**src/logic/wdtfg_pkg.sv**
```systemverilog
// Package for the supervision timer with feed guard.
// Assumes an 8-bit special-function register bus on the CPU clock.
package wdtfg_pkg;
  // Register addresses on the special-function bus.
  localparam logic [7:0] ADDR_CONTROL     = 8'hA7;
  localparam logic [7:0] ADDR_RELOAD      = 8'hC1;
  localparam logic [7:0] ADDR_FEED_FIRST  = 8'hC2;
  localparam logic [7:0] ADDR_FEED_SECOND = 8'hC3;
  // Feed sequence values.
  localparam logic [7:0] FEED_FIRST_VALUE  = 8'hA5;
  localparam logic [7:0] FEED_SECOND_VALUE = 8'h5A;
  // Control register field positions.
  localparam int BIT_CLKSEL = 0;
  localparam int BIT_TOF    = 1;
  localparam int BIT_RUN    = 2;
  localparam int BIT_PRE_LO = 5;
  // Reset values of control fields and reload.
  localparam logic [2:0] RESET_PRE    = 3'h7;
  localparam logic       RESET_RUN    = 1'b1;
  localparam logic       RESET_CLKSEL = 1'b1;
  localparam logic [7:0] RESET_RELOAD = 8'hFF;
  // Structure of the timer.
  localparam int PRESCALER_BITS = 13;
  localparam int COUNTER_BITS   = 8;
  localparam int TAP_BASE       = 5;
  // Clock-source switch synchroniser length in cycles of each clock.
  localparam int SWITCH_STAGES  = 2;
  // Feed sequencer states, Gray coded along the usual path.
  typedef enum logic [1:0] {
    WDTFG_IDLE    = 2'b00,
    WDTFG_ARMED   = 2'b01,
    WDTFG_PENDING = 2'b11
  } wdtfg_feed_t;
endpackage

```
**src/logic/wdtfg_sync.sv**
```systemverilog
// Two-flop level synchroniser into the CPU clock domain.
// Assumes the input may change at any time relative to i_clk.
`timescale 1ns/10ps
module wdtfg_sync (
  input  wire logic i_clk,
  input  wire logic i_rst,
  input  wire logic i_async,
  output logic      o_sync
);
  logic stage1;

  // The first stage is read only by the second.
  always_ff @(posedge i_clk or posedge i_rst) begin
    if (i_rst) begin
      stage1 <= 1'b0;
      o_sync <= 1'b0;
    end else begin
      stage1 <= i_async;
      o_sync <= stage1;
    end
  end
endmodule

```
**src/logic/wdtfg_top.sv**
```systemverilog
// Supervision timer with feed guard: prescaler, down counter, staged
// control and reload, feed sequencer and reset generator.
// Assumes an 8-bit register bus on i_clk, a slower watchdog oscillator
// sampled in from a pin, and i_rst driven only by power-on reset.
// Function
// - Reset the system on counter underflow when reset-on-underflow enabled.
// - Counter runs after power-on reset regardless of reset enable.
// - Run bit starts or stops the timer; reads set after reset.
// - 13-bit prescaler feeds 8-bit down counter through a selected tap.
// - Prescaler clocks from peripheral clock or oscillator per select bit.
// - Without reset enable, act as timer with interrupt; safety ignored.
// - Reset enabled, safety off: software picks the clock source.
// - Reset and safety on: oscillator forced, run forced, write-once.
// - Generated reset lasts at least one selected watchdog clock.
// - Reset pulse ends on clock; restart is the system's business.
// - Control and reload writes staged; control committed by a completed feed, reload by a feed or underflow.
// - In watchdog mode a wrong feed sequence or intervening write resets immediately.
// - In watchdog mode a control write must be followed by a feed.
// - Timer mode copies control every cycle; reload loads at a feed or an underflow.
// - Timeout is 2^(5+pre) times (reload+1) plus one watchdog clocks.
// - State is cleared only by power-on reset, not own resets.
// - Underflow sets time-out flag; a feed in watchdog mode or a zero write clears it.
// - Clock source change loads after a feed, with two-cycle switch.
`timescale 1ns/10ps
module wdtfg_top
  import wdtfg_pkg::*;
#(
  parameter int PCLK_DIV = 2
) (
  input  wire logic        i_clk,
  input  wire logic        i_rst,
  input  wire logic        i_osc_clk,
  input  wire logic        i_reset_on_underflow_enable,
  input  wire logic        i_safety_lock_enable,
  input  wire logic        i_timeout_flag_at_reset,
  input  wire logic        i_wr,
  input  wire logic        i_rd,
  input  wire logic [7:0]  i_addr,
  input  wire logic [7:0]  i_wdata,
  output logic      [7:0]  o_rdata,
  output logic             o_system_reset,
  output logic             o_timer_irq
);
  import wdtfg_pkg::*;

  // Width of the peripheral clock divider count.
  localparam int DIV_W = $clog2(PCLK_DIV);

  // Staged registers seen by software.
  logic [7:0] control_staged;
  logic [7:0] reload_value;
  logic       control_written_once;
  logic       reload_written_once;
  // Active state.
  logic [2:0] active_pre;
  logic       active_run;
  logic       active_clksel;
  logic       timeout_flag;
  logic       tof_loaded;
  logic [PRESCALER_BITS-1:0] prescaler;
  logic [COUNTER_BITS-1:0]   counter;
  logic       final_tick;
  wdtfg_feed_t feed_state;
  // Clock-source switch bookkeeping.
  logic       osc_sync;
  logic       osc_prev;
  logic [DIV_W-1:0] pclk_cnt;
  logic       src_cur;
  logic [1:0] switch_cnt;
  logic       fault_reset;
  logic       pulse_active;
  logic       pulse_seen_tick;

  // Decodes of the bus cycle.
  wire wr_control = i_wr && (i_addr == ADDR_CONTROL);
  wire wr_reload  = i_wr && (i_addr == ADDR_RELOAD);
  wire wr_feed1   = i_wr && (i_addr == ADDR_FEED_FIRST);
  wire wr_feed2   = i_wr && (i_addr == ADDR_FEED_SECOND);

  // Mode decode of the configuration byte.
  // Safety bit ignored unless reset-on-underflow is enabled
  wire wd_mode  = i_reset_on_underflow_enable;
  wire safe_on  = wd_mode && i_safety_lock_enable;

  // Feed completes on a correct second write after an armed first.
  wire feed_ok   = (feed_state == WDTFG_ARMED) && wr_feed2
                   && (i_wdata == FEED_SECOND_VALUE);
  wire feed_bad  = ((feed_state == WDTFG_ARMED) && i_wr && !feed_ok)
                   || (wr_feed1 && (i_wdata != FEED_FIRST_VALUE))
                   || (wr_feed2 && (feed_state != WDTFG_ARMED));
  wire pend_bad  = (feed_state == WDTFG_PENDING) && i_wr && !wr_feed1;

  // Write-once lock under safety mode.
  // Write-once guard
  wire ctrl_we   = wr_control && !(safe_on && control_written_once);
  wire rel_we    = wr_reload  && !(safe_on && reload_written_once);

  // Forced fields under safety mode.
  // Forced fields
  wire eff_clksel_req = safe_on ? 1'b1 : control_staged[BIT_CLKSEL];
  wire eff_run_req    = safe_on ? 1'b1 : control_staged[BIT_RUN];

  // Peripheral clock tick from a divider, and oscillator edge tick.
  wire pclk_tick = (pclk_cnt == DIV_W'(PCLK_DIV - 1));
  wire osc_tick  = osc_sync && !osc_prev;
  wire src_tick  = src_cur ? osc_tick : pclk_tick;
  wire new_tick  = active_clksel ? osc_tick : pclk_tick;
  wire switching = (src_cur != active_clksel);
  wire wd_tick   = src_tick && active_run && !switching;

  wire [PRESCALER_BITS-1:0] tap_mask =
    PRESCALER_BITS'(({{(PRESCALER_BITS-1){1'b0}}, 1'b1}
      << (TAP_BASE + int'(active_pre))) - 1);
  wire tap_hit   = wd_tick && ((prescaler & tap_mask) == tap_mask);
  wire underflow = wd_tick && final_tick;

  // Read mux of the staged control register.
  wire [7:0] control_view = {control_staged[BIT_PRE_LO +: 3], 2'b00,
                             control_staged[BIT_RUN] | safe_on,
                             timeout_flag,
                             control_staged[BIT_CLKSEL] | safe_on};
  wire [7:0] next_rdata = !i_rd ? 8'h00 :
                          (i_addr == ADDR_CONTROL) ? control_view :
                          (i_addr == ADDR_RELOAD)  ? reload_value : 8'h00;

  // Oscillator synchroniser from the pin.
  wdtfg_sync u_osc_sync (
    .i_clk   (i_clk),
    .i_rst   (i_rst),
    .i_async (i_osc_clk),
    .o_sync  (osc_sync)
  );

  // Edge history and peripheral divider.
  always_ff @(posedge i_clk or posedge i_rst) begin
    if (i_rst) begin
      osc_prev <= 1'b0;
      pclk_cnt <= '0;
    end else begin
      osc_prev <= osc_sync;
      pclk_cnt <= pclk_tick ? '0 : pclk_cnt + 1'b1;
    end
  end

  // Read data register.
  always_ff @(posedge i_clk or posedge i_rst) begin
    if (i_rst) begin
      o_rdata <= 8'h00;
    end else begin
      o_rdata <= next_rdata;
    end
  end

  // Staged registers.
  // Staged writes
  always_ff @(posedge i_clk or posedge i_rst) begin
    if (i_rst) begin
      control_staged       <= {RESET_PRE, 2'b00, RESET_RUN, 1'b0,
                               RESET_CLKSEL};
      reload_value         <= RESET_RELOAD;
      control_written_once <= 1'b0;
      reload_written_once  <= 1'b0;
    end else begin
      if (ctrl_we) begin
        control_staged       <= i_wdata;
        control_written_once <= 1'b1;
      end
      if (rel_we) begin
        reload_value        <= i_wdata;
        reload_written_once <= 1'b1;
      end
    end
  end

  // Feed sequencer.
  // Feed order
  always_ff @(posedge i_clk or posedge i_rst) begin
    if (i_rst) begin
      feed_state <= WDTFG_IDLE;
    end else begin
      case (feed_state)
        WDTFG_IDLE: begin
          if (wr_feed1 && i_wdata == FEED_FIRST_VALUE) begin
            feed_state <= WDTFG_ARMED;
          end else if (wr_control && wd_mode) begin
            feed_state <= WDTFG_PENDING;
          end
        end
        WDTFG_PENDING: begin
          if (wr_feed1 && i_wdata == FEED_FIRST_VALUE) begin
            feed_state <= WDTFG_ARMED;
          end else if (i_wr) begin
            feed_state <= WDTFG_IDLE;
          end
        end
        WDTFG_ARMED: begin
          if (i_wr) begin
            feed_state <= WDTFG_IDLE;
          end
        end
        default: begin
          feed_state <= WDTFG_IDLE;
        end
      endcase
    end
  end

  // Active control state.
  // Timer copy
  always_ff @(posedge i_clk or posedge i_rst) begin
    if (i_rst) begin
      active_pre    <= RESET_PRE;
      active_run    <= RESET_RUN;
      active_clksel <= RESET_CLKSEL;
    end else if (feed_ok || !wd_mode) begin
      active_pre    <= control_staged[BIT_PRE_LO +: 3];
      active_run    <= eff_run_req;
      active_clksel <= eff_clksel_req;
    end else if (safe_on) begin
      active_run    <= 1'b1;
      active_clksel <= 1'b1;
    end
  end

  // Clock-source switch: two old ticks out, two new ticks in.
  // Counting pauses meanwhile so that no partial tick is ever counted.
  // Switch timing
  always_ff @(posedge i_clk or posedge i_rst) begin
    if (i_rst) begin
      src_cur    <= RESET_CLKSEL;
      switch_cnt <= 2'd0;
    end else if (!switching) begin
      switch_cnt <= 2'd0;
    end else if (switch_cnt < 2'(SWITCH_STAGES)) begin
      if (src_tick) begin
        switch_cnt <= switch_cnt + 2'd1;
      end
    end else if (new_tick) begin
      if (switch_cnt == 2'(2 * SWITCH_STAGES - 1)) begin
        src_cur    <= active_clksel;
        switch_cnt <= 2'd0;
      end else begin
        switch_cnt <= switch_cnt + 2'd1;
      end
    end
  end

  // Prescaler and down counter.
  // Prescaler restart
  always_ff @(posedge i_clk or posedge i_rst) begin
    if (i_rst) begin
      prescaler  <= '0;
      counter    <= RESET_RELOAD;
      final_tick <= 1'b0;
    end else if (feed_ok) begin
      prescaler  <= '0;
      counter    <= reload_value;
      final_tick <= 1'b0;
    end else if (underflow) begin
      prescaler  <= '0;
      counter    <= reload_value;
      final_tick <= 1'b0;
    end else if (wd_tick) begin
      prescaler <= prescaler + 1'b1;
      if (tap_hit) begin
        prescaler <= '0;
        if (counter == '0) begin
          final_tick <= 1'b1;
        end else begin
          counter <= counter - 1'b1;
        end
      end
    end
  end

  // Time-out flag: set wins over a software or feed clear.
  // Flag set
  always_ff @(posedge i_clk or posedge i_rst) begin
    if (i_rst) begin
      tof_loaded   <= 1'b0;
      timeout_flag <= 1'b0;
    end else if (!tof_loaded) begin
      tof_loaded   <= 1'b1;
      timeout_flag <= i_timeout_flag_at_reset;
    end else if (underflow) begin
      timeout_flag <= 1'b1;
    end else if ((feed_ok && wd_mode)
                 || (ctrl_we && !i_wdata[BIT_TOF])) begin
      timeout_flag <= 1'b0;
    end
  end

  // Reset request from underflow or a broken feed.
  // Underflow reset
  always_ff @(posedge i_clk or posedge i_rst) begin
    if (i_rst) begin
      fault_reset <= 1'b0;
    end else begin
      fault_reset <= (underflow && wd_mode)
                     || (wd_mode && (feed_bad || pend_bad));
    end
  end

  // Reset pulse held until a selected watchdog clock has passed.
  // Pulse length
  always_ff @(posedge i_clk or posedge i_rst) begin
    if (i_rst) begin
      pulse_active    <= 1'b0;
      pulse_seen_tick <= 1'b0;
    end else if (fault_reset) begin
      pulse_active    <= 1'b1;
      pulse_seen_tick <= 1'b0;
    end else if (pulse_active && src_tick) begin
      if (pulse_seen_tick) begin
        pulse_active <= 1'b0;
      end
      pulse_seen_tick <= 1'b1;
    end
  end

  // Outputs.
  // Timer interrupt
  always_ff @(posedge i_clk or posedge i_rst) begin
    if (i_rst) begin
      o_system_reset <= 1'b0;
      o_timer_irq    <= 1'b0;
    end else begin
      o_system_reset <= fault_reset || pulse_active;
      o_timer_irq    <= timeout_flag && !wd_mode;
    end
  end
endmodule

```
**config.mk**
```make
export PLATFORM = sky130hd
export DESIGN_NAME = wdtfg_top
export DESIGN_NICKNAME = d
export VERILOG_FILES = /design/src/logic/wdtfg_pkg.sv /design/src/logic/wdtfg_sync.sv /design/src/logic/wdtfg_top.sv
export SDC_FILE = /design/constraint.sdc
export NUM_CORES = 1
export LEC_CHECK = 0
export BUFFER_PORTS_ARGS = -buffer_cell sky130_fd_sc_hd__buf_2
export CORE_MARGIN = 2
export CORE_UTILIZATION = 50
export CTS_BUF_LIST = sky130_fd_sc_hd__clkbuf_8
export DETAILED_ROUTE_END_ITERATION = 10
export PLACE_DENSITY_LB_ADDON = 0.25
export SLEW_MARGIN = 20
export SYNTH_ARGS = -nofsm -noshare
export SYNTH_HDL_FRONTEND = slang
export SYNTH_SLANG_ARGS = --single-unit
```
**constraint.sdc**
```tcl
create_clock -name i_clk -period 3.17 [get_ports i_clk]
set_input_delay 0.634 -clock i_clk [delete_from_list [all_inputs] [get_ports i_clk]]
set_output_delay 0.634 -clock i_clk [all_outputs]
set_load 0.01 [all_outputs]
```
==> out/results.ini, run 1 <==
[route]
drt_iter0_markers = 169
dr.pass1.iters = 4
viasPerCell = 5.73
vias = 2487
drc = 0
wirelength_um = 6890
wl_per_cell_um = 15.9
ant_nets = 0

[critical_path]
start_kind = flop
arrival_ns = 2.86
r2r_start = src_cur$_DFFE_PP1P_
cp_max_fo = 13
end_kind = flop
worstSetupStartpoint = src_cur$_DFFE_PP1P_
required_ns = 3.37
crit_type = reg -> reg

[sta]
maxSlewViolCount = 0
fin_tns_setup_ns = 0
maxSlewHeadroom_pct = 52.2
worstMarginPinSlew_ns = 0.716
setup_violations = 0
fmax_mhz = 376
worst_slack_ns = 0.512
min_period_over_period_pct = 83.8
rsz0062_at_grt = false
hold_violations = 0
clock_skew_ns = 0.00487
finalCriticalPeriod_ns = 2.66

[yosys]
synth_warnings = 0
synth_edf_count = 0
synth_area_leaders = dfrtp_1 30%, dfstp_2 22%, mux2_2 5.5%
synthCells = 309
syn_area_per_cell_um2 = 10.6
ys_async_sr_fraction_pct = 100
synth_ff_type = dfrtp_1
yosysTopAreaCellShare_pct = 29.8
ys_ff_latch = 66
synth_area_leader_cell = dfrtp_1
syn_area_um2 = 3280
synth_seq_area_share_pct = 51.4
synth.distinct_cells = 55

[clock_tree]
cts_buffer_depth = 2
clk_pin_slew_ns = 0.07
cts_buffers = 9
clock-root-buffer = clkbuf_8
cts_tree = yes
insertion_delay_ns = 0.34
post-cts-setup-buffer-count = 0
numClockSinks = 66
hold_buffers = 0
ctsResizeCount = 0
htreeDepth = 3

[place]
place_hpwl_um = 4840
place_inst = 418
dpl_cell_area_um2 = 3560
pre_cts_ws_ns = 0.347
numPortBuffers = 33
gp_congestion = 0.813

[outcome]
status = finished clean

[floorplan]
rows = 29
core_um2 = 6350
start_util_pct = 51.6
die_x_um = 85.0
fp.dieArea_um2 = 7220
die_y_um = 85.0
top_level_ports = 34

[hold_path]
min_from = u_osc_sync.stage1$_DFF_PP0_
hold_class = reg -> reg

[cells_and_area]
final_nets = 383
finalNonFillerCells = 434
syn_to_final_growth_pct = 14.9
final_cell_mix = 39 x dfrtp_1, 33 x buf_2, 29 x nand2_1
drive_gt1_share_pct = 29.7
n_antenna_cell = 0
final_area_um2 = 3770
final_common_cell = dfrtp_1

[global_route]
grt_overflow = 0
antenna_found_initial = 0
grt_max_degree = 35
grt.total_usage_pct = 21.1
grt_pass1_vias = 2425
grt_pass1_wl_um = 11900

[run]
drv_cap = 0

[pwr]
powerDensity_nw_per_um2 = 548
power.leakage_nw = 1.67
ir_drop_v = 0.000339

-- where the power goes --
group          switching [W]  internal [W]  leakage (nW)
registers          0.0000843      0.000934         0.795
clock network       0.000316      0.000402         0.103
logic               0.000182      0.000144         0.771
-- cells in the mapped netlist (3+ instances only) --
| master | number |
|---|---|
| a21o_1 | 4 |
| a21oi_1 | 11 |
| a22o_1 | 5 |
| a31oi_1 | 5 |
| and3_1 | 3 |
| clkbuf_1 | 4 |
| dfrtp_1 | 39 |
| dfstp_2 | 27 |
| ha_1 | 7 |
| inv_1 | 9 |
| mux2_2 | 16 |
| mux2i_1 | 3 |
| nand2_1 | 29 |
| nand3_1 | 10 |
| nand3b_1 | 3 |
| nand4_1 | 8 |
| nand4b_1 | 3 |
| nor2_1 | 26 |
| nor2b_1 | 4 |
| nor3_1 | 10 |
| nor3b_1 | 6 |
| o21ai_0 | 9 |
| o21ai_1 | 5 |
| or4_1 | 4 |
| xnor2_1 | 11 |
| xor2_1 | 7 |
-- area by class of cell --
type | instances | area [µm²]
fillers | 521 | 2580
flip-flops and latches | 66 | 1690
multi-input cells | 228 | 1530
repair buffers | 38 | 215
clock buffers | 11 | 151
well taps | 77 | 96.3
clock inverters | 5 | 53.8
inverters | 9 | 33.8
-- state kept, by name (all words and copies together), names as in the netlist, 2 cells and up --
| name | count |
|---|---|
| switch_cnt | 2 |
| active_pre | 3 |
| prescaler | 13 |
| o_rdata | 8 |
| control_staged | 5 |
| reload_value | 8 |
| feed_state | 2 |
| counter | 8 |
-- kinds of logic after synthesis --
| family | share of synthesized area (%) |
|---|---|
| XOR/XNOR | 4.81 |
| other | 0.114 |
| flip-flops | 51.4 |
| buffers and inverters | 2.14 |
| adder cells (fa/ha/maj) | 2.67 |
| AND/OR/NAND/NOR | 20.3 |
| AO/OA/AOI/OAI | 12.1 |
| multiplexers | 6.41 |
-- stage by stage --
step	util, %	hold WS, ns	total power, W
6_report	59.3	0.362	0.00206
3_5_place_dp	56.1	0.354	0.00136
3_3_place_gp	56.1	0.339	0.00135
4_1_cts	59.3	0.371	0.00208
2_1_floorplan	-	0.331	0.00126
5_1_grt	59.3	0.387	0.00218
-- routing by layer --
layer	wire (µm)	share of wire [%]	GRT usage, %	up-vias
li1	-	-	-	1201
met1	3220	47	29.0	1217
met2	3250	47	32.3	61
met3	310	4.5	3.40	8
met4	110	1.6	10.7	0
met5	0	0	0	-
-- worst paths after layout --
kind	to	slack, ns	cells past startpoint
max	prescaler[0]$_DFFE_PP0P_	0.51	6
min	u_osc_sync.o_sync$_DFF_PP0_	0.36	0
max reg2reg	prescaler[0]$_DFFE_PP0P_	0.51	6
min reg2reg	u_osc_sync.o_sync$_DFF_PP0_	0.36	0
max in group asynchronous	control_staged[0]$_DFFE_PP1P_	2.07	3
min in group asynchronous	o_rdata[0]$_DFF_PP0_	0.41	2
-- worst max-delay path, cell delays in order, from the launching register on --
cell     delay (ns)
dfstp_2        0.62
and4b_1        0.23
o21ai_0        0.26
or4_1          0.63
nor2_1         0.21
or2_1          0.40
o21ai_0        0.16
Power figures use the tool's default switching activity.
==> run 2: changes to the inputs <==
==> constraint.sdc (replaced) <==
create_clock -name i_clk -period 2.32 [get_ports i_clk]
set_input_delay 0.464 -clock i_clk [delete_from_list [all_inputs] [get_ports i_clk]]
set_output_delay 0.464 -clock i_clk [all_outputs]
set_load 0.01 [all_outputs]
==> run 2 against run 1 <==
Sequential share of layout area decreased by 2.6 points. Cell count increased by 5.5%. Global-route usage increased by 0.53 points. Largest cell class unchanged. Largest power group unchanged.
==> out/results.ini, run 2 (same netlist as run 1, synthesis figures left out) <==
[route]
dr.pass1.iters = 4  ; unchanged
wl_per_cell_um = 15.4  ; -3.3%
drt_iter0_markers = 133  ; -21%
ant_nets = 0  ; unchanged
viasPerCell = 5.55  ; -3.1%
wirelength_um = 7030  ; +2.1%
vias = 2543  ; +2.3%
drc = 0  ; unchanged

[critical_path]
cp_max_fo = 3  ; -10
end_kind = flop
crit_type = reg -> reg
arrival_ns = 2.57  ; -0.29 ns
start_kind = flop
required_ns = 2.60  ; -0.77 ns

[clock_tree]
numClockSinks = 66  ; unchanged
hold_buffers = 0  ; unchanged
clock-root-buffer = clkbuf_8
cts_tree = yes
clk_pin_slew_ns = 0.07  ; about the same
insertion_delay_ns = 0.35  ; about the same
cts_buffers = 9  ; unchanged
htreeDepth = 3  ; unchanged
cts_buffer_depth = 2  ; unchanged

[sta]
maxSlewViolCount = 0  ; unchanged
holdWs_ns = 0.115  ; -0.247 ns
worst_slack_ns = 0.0277  ; -0.484 ns
fin_tns_setup_ns = 0  ; unchanged
hold_violations = 0  ; unchanged
setup_violations = 0  ; unchanged
finalCriticalPeriod_ns = 2.29  ; -0.366 ns
clock_skew_ns = 0.00799  ; +0.00312 ns
min_period_over_period_pct = 98.8  ; +15 points
fmax_mhz = 436  ; +16%

[global_route]
grt_overflow = 0  ; unchanged
grt_max_degree = 34  ; -2.9%
grt.total_usage_pct = 21.6  ; +0.53 points
grt_pass1_wl_um = 12100  ; +2.2%
grt_pass1_vias = 2525  ; +4.1%
antenna_found_initial = 0  ; unchanged

[place]
dpl_cell_area_um2 = 3770  ; +5.8%
gp_congestion = 0.852  ; +4.8%
place_hpwl_um = 5120  ; +5.8%
pre_cts_ws_ns = -0.0642  ; -0.412 ns
numPortBuffers = 33  ; unchanged

[floorplan]
fp.dieArea_um2 = 7220  ; unchanged
rows = 29  ; unchanged
die_x_um = 85.0  ; unchanged
start_util_pct = 51.6  ; unchanged
core_um2 = 6350  ; unchanged
top_level_ports = 34  ; unchanged
die_y_um = 85.0  ; unchanged

[cells_and_area]
largest_register_ffs = 13  ; unchanged
final_cell_mix = 39 x dfrtp_1, 33 x buf_2, 28 x nand2_1
fillers = 496  ; -4.8%
final_area_um2 = 4000  ; +6.2%
syn_to_final_growth_pct = 22.1
final_common_cell = dfrtp_1
final_nets = 407  ; +6.3%
drive_gt1_share_pct = 36.2  ; +6.5 points
n_antenna_cell = 0  ; unchanged
regMostFlops = prescaler

[hold_path]
hold_class = in -> async

[pwr]
power.leakage_nw = 1.79  ; +7.3%
powerDensity_nw_per_um2 = 697  ; +27%
ir_drop_v = 0.000597  ; +76%

[run]
drv_cap = 0  ; unchanged

[outcome]
status = finished clean

-- run 2: cell count changes in the layout (fill, tap and decap cells not counted), sizes merged --
cell / before / now
inv: 10 / 11
bufinv: 1 / 0
buf: 38 / 62
-- run 2: area by class of cell --
type | instances | area, µm² | area share, %
Clock inverter | 5 | 31.3 | 0.782
Multi-Input combinational cell | 228 | 1580 | 39.4
Clock buffer | 11 | 151 | 3.78
Tap cell | 77 | 96.3 | 2.41
Inverter | 9 | 33.8 | 0.844
Timing Repair Buffer | 62 | 428 | 10.7
Sequential cell | 66 | 1690 | 42.1
-- run 2: worst paths after layout --
path,cells after the start,slack [ns],from,to
setup reg to reg,5,0.03,active_pre[1]$_DFFE_PP1N_,final_tick$_DFFE_PP0P_
min in group i_clk,1,0.22,i_osc_clk,u_osc_sync.stage1$_DFF_PP0_
hold reg to reg,0,0.36,u_osc_sync.stage1$_DFF_PP0_,u_osc_sync.o_sync$_DFF_PP0_
hold / removal,2,0.11,i_rst,fault_reset$_DFF_PP0_
setup / recovery,5,0.03,active_pre[1]$_DFFE_PP1N_,final_tick$_DFFE_PP0P_
max in group asynchronous,3,1.59,i_rst,src_cur$_DFFE_PP1P_
-- run 2: metrics by stage --
step                total power [W]  instances  util (%)
finish                      0.00279        458      63.0
floorplan                   0.00172        311         -
global placement            0.00188        442      59.3
global route                0.00295        458      63.0
CTS                         0.00280        458      62.4
detailed placement          0.00191        442      59.3
-- run 2: repair_timing --
item | CTS | global route
resized for setup | 3 | 9
setup endpoints to repair | 4 | 14
pin swaps | 0 | 2
setup buffers | 0 | 0
gates cloned | 0 | 0
-- run 2: power by group --
group | internal [W] | total [W] | switching [W]
logic | 0.000245 | 0.000547 | 0.000302
registers | 0.00128 | 0.00136 | 0.0000882
clock network | 0.000440 | 0.000879 | 0.000439
total | 0.00196 | 0.00279 | 0.000830
-- run 2: metal layers --
metal,part of all wire (%),global-route usage [%],vias to the layer above
li1,-,-,1246
met1,47,29.4,1237
met2,49,33.7,56
met3,3.8,6.23,4
met4,0.60,6.78,0
met5,0,0,-
-- run 2: worst max-delay path: stages (launching register included) --
cell	delay [ns]
dfstp_2	0.37
or3_4	0.38
a221o_1	0.31
or4_4	0.52
or4_4	0.51
a21boi_2	0.14
==> run 3: changes to the inputs <==
--- a/config.mk
+++ b/config.mk
@@ -8,7 +8,7 @@
 export BUFFER_PORTS_ARGS = -buffer_cell sky130_fd_sc_hd__buf_2
 export CORE_MARGIN = 2
 export CORE_UTILIZATION = 50
-export CTS_BUF_LIST = sky130_fd_sc_hd__clkbuf_8
+export CTS_BUF_LIST = sky130_fd_sc_hd__clkbuf_16
 export DETAILED_ROUTE_END_ITERATION = 10
 export PLACE_DENSITY_LB_ADDON = 0.25
 export SLEW_MARGIN = 20
==> run 3 against run 2 <==
Total power rose by 11%. Core utilization grew 1.2 points. Critical path type unchanged. Global-route usage about the same. Via count grew 0.59%. Clock power up 35%. Sequential power about the same. Sequential share of layout area is 0.80 points lower. Design area increased by 1.9%. Fmax increased by 0.35%. Cell count unchanged. Register-to-register slack about the same. Critical endpoint unchanged.
==> out/results.ini, run 3 (same netlist as run 1, synthesis figures left out) <==
[floorplan]
die_y_um = 85.0  ; unchanged
start_util_pct = 51.6  ; unchanged
fp.dieArea_um2 = 7220  ; unchanged
top_level_ports = 34  ; unchanged
rows = 29  ; unchanged
core_um2 = 6350  ; unchanged
die_x_um = 85.0  ; unchanged

[cells_and_area]
final_common_cell = dfrtp_1
regMostFlops = prescaler
largest_register_ffs = 13  ; unchanged
final_cell_mix = 39 x dfrtp_1, 33 x buf_2, 28 x nand2_1
final_nets = 407  ; unchanged
seqCellArea_um2 = 1690  ; unchanged
multiInputGateArea_um2 = 1580  ; unchanged
syn_to_final_growth_pct = 24.4
fin_util_pct = 64.2  ; +1.2 points
final_area_um2 = 4080  ; +1.9%
fillers = 485  ; -2.2%
drive_gt1_share_pct = 35.7  ; -0.52 points
n_antenna_cell = 0  ; unchanged

[critical_path]
r2r_start = active_pre[1]$_DFFE_PP1N_
crit_buf_inv = 0  ; unchanged
crit_type = reg -> reg
crit_top_cell = or4_4
ff2ff_path_depth = 5  ; unchanged
max_stage_delay_ns = 0.51  ; about the same
arrival_ns = 2.54  ; -0.03 ns
worst-path-stages = 5  ; unchanged
cp_max_fo = 3  ; unchanged
ff2ff_setup_slack_ns = 0.04  ; about the same
cp-endpoint = final_tick$_DFFE_PP0P_
end_kind = flop
path_delay_family = simple AND/OR/NAND/NOR gates
worstPathCellList = or3_4, a221o_1, or4_4, or4_4, a21boi_2
required_ns = 2.58  ; -0.02 ns
r2r_end = final_tick$_DFFE_PP0P_
worstSetupStartpoint = active_pre[1]$_DFFE_PP1N_
start_kind = flop
slowest_stage = or4_4

[sta]
setup_violations = 0  ; unchanged
clock_skew_ns = 0.00478  ; -0.00320 ns
fmax_mhz = 438  ; +0.35%
fin_tns_setup_ns = 0  ; unchanged
worst_slack_ns = 0.0357  ; +0.00804 ns
maxSlewViolCount = 0  ; unchanged
min_period_over_period_pct = 98.5  ; -0.35 points
finalCriticalPeriod_ns = 2.28  ; -0.00804 ns
hold_violations = 0  ; unchanged

[place]
place_hpwl_um = 5120  ; unchanged
numPortBuffers = 33  ; unchanged
dpl_cell_area_um2 = 3770  ; unchanged
pre_cts_ws_ns = -0.0642  ; unchanged
gp_congestion = 0.852  ; unchanged

[global_route]
grt_pass1_wl_um = 12100  ; unchanged
grt_max_degree = 34  ; unchanged
grt_pass1_vias = 2550  ; +0.99%
grt.total_usage_pct = 21.6  ; -0.038 points
grt_overflow = 0  ; unchanged
antenna_found_initial = 0  ; unchanged

[route]
drc = 0  ; unchanged
ant_nets = 0  ; unchanged
wirelength_um = 7030  ; unchanged
vias = 2558  ; +0.59%
viasPerCell = 5.59  ; +0.59%
dr.pass1.iters = 4  ; unchanged
drt_iter0_markers = 100  ; -25%
wl_per_cell_um = 15.4  ; unchanged

[clock_tree]
insertion_delay_ns = 0.33  ; -0.02 ns
cts_buffer_depth = 2  ; unchanged
post-cts-setup-buffer-count = 0  ; unchanged
clock-root-buffer = clkbuf_16
htreeDepth = 3  ; unchanged
cts_buffers = 9  ; unchanged
cts_tree = yes
clk_pin_slew_ns = 0.05  ; -0.02 ns
numClockSinks = 66  ; unchanged
hold_buffers = 0  ; unchanged

[pwr]
powerDensity_nw_per_um2 = 761  ; +9.1%
ir_drop_v = 0.000518  ; -13%
power.leakage_nw = 1.82  ; +1.9%

[outcome]
status = finished clean

[run]
drv_cap = 0  ; unchanged

[hold_path]
hold_class = in -> async

[run 3: timing repair]
action                     in CTS  in global routing
setup endpoints to repair       5                 15
pin swaps                       0                  2
gates resized for setup         3                  8
[run 3: per-layer routing]
layer / up-vias / global-route usage (%) / wire length [µm] / part of all wire (%)
met5: - / 0 / 0 / 0
met1: 1234 / 29.0 / 3200 / 46
met3: 10 / 4.96 / 330 / 4.7
met4: 0 / 10.4 / 110 / 1.6
li1: 1250 / - / - / -
met2: 64 / 33.0 / 3390 / 48
[run 3: worst min-delay path by stage]
stage	from	to	slack, ns
after floorplan	u_osc_sync.stage1$_DFF_PP0_	u_osc_sync.o_sync$_DFF_PP0_	0.33
after global placement	u_osc_sync.stage1$_DFF_PP0_	u_osc_sync.o_sync$_DFF_PP0_	0.34
after CTS	i_rst	prescaler[2]$_DFFE_PP0P_	0.16
after global routing	i_rst	prescaler[5]$_DFFE_PP0P_	0.17
final	i_rst	prescaler[4]$_DFFE_PP0P_	0.14
after detailed placement	u_osc_sync.stage1$_DFF_PP0_	u_osc_sync.o_sync$_DFF_PP0_	0.34
[run 3: area by class of cell]
class	instances	share of cell area, %
Tap cell	77	2.36
Multi-Input combinational cell	228	38.6
Inverter	9	0.828
Sequential cell	66	41.3
Clock buffer	9	5.52
Timing Repair Buffer	62	10.4
Clock inverter	7	0.951
[run 3: report_power, final]
part	switching (W)	leakage [nW]	internal (W)	total (W)
Clock	0.000480	0.129	0.000708	0.00119
Combinational	0.000305	0.900	0.000244	0.000549
Sequential	0.0000876	0.795	0.00128	0.00137
Total	0.000873	1.82	0.00223	0.00310
[run 3: per-stage QoR]
step / hold WS (ns) / std cells / total power (W)
detailed placement: 0.338 / 442 / 0.00191
finish: 0.143 / 458 / 0.00310
global placement: 0.340 / 442 / 0.00188
CTS: 0.156 / 458 / 0.00311
global route: 0.172 / 458 / 0.00327
floorplan: 0.331 / 311 / 0.00172
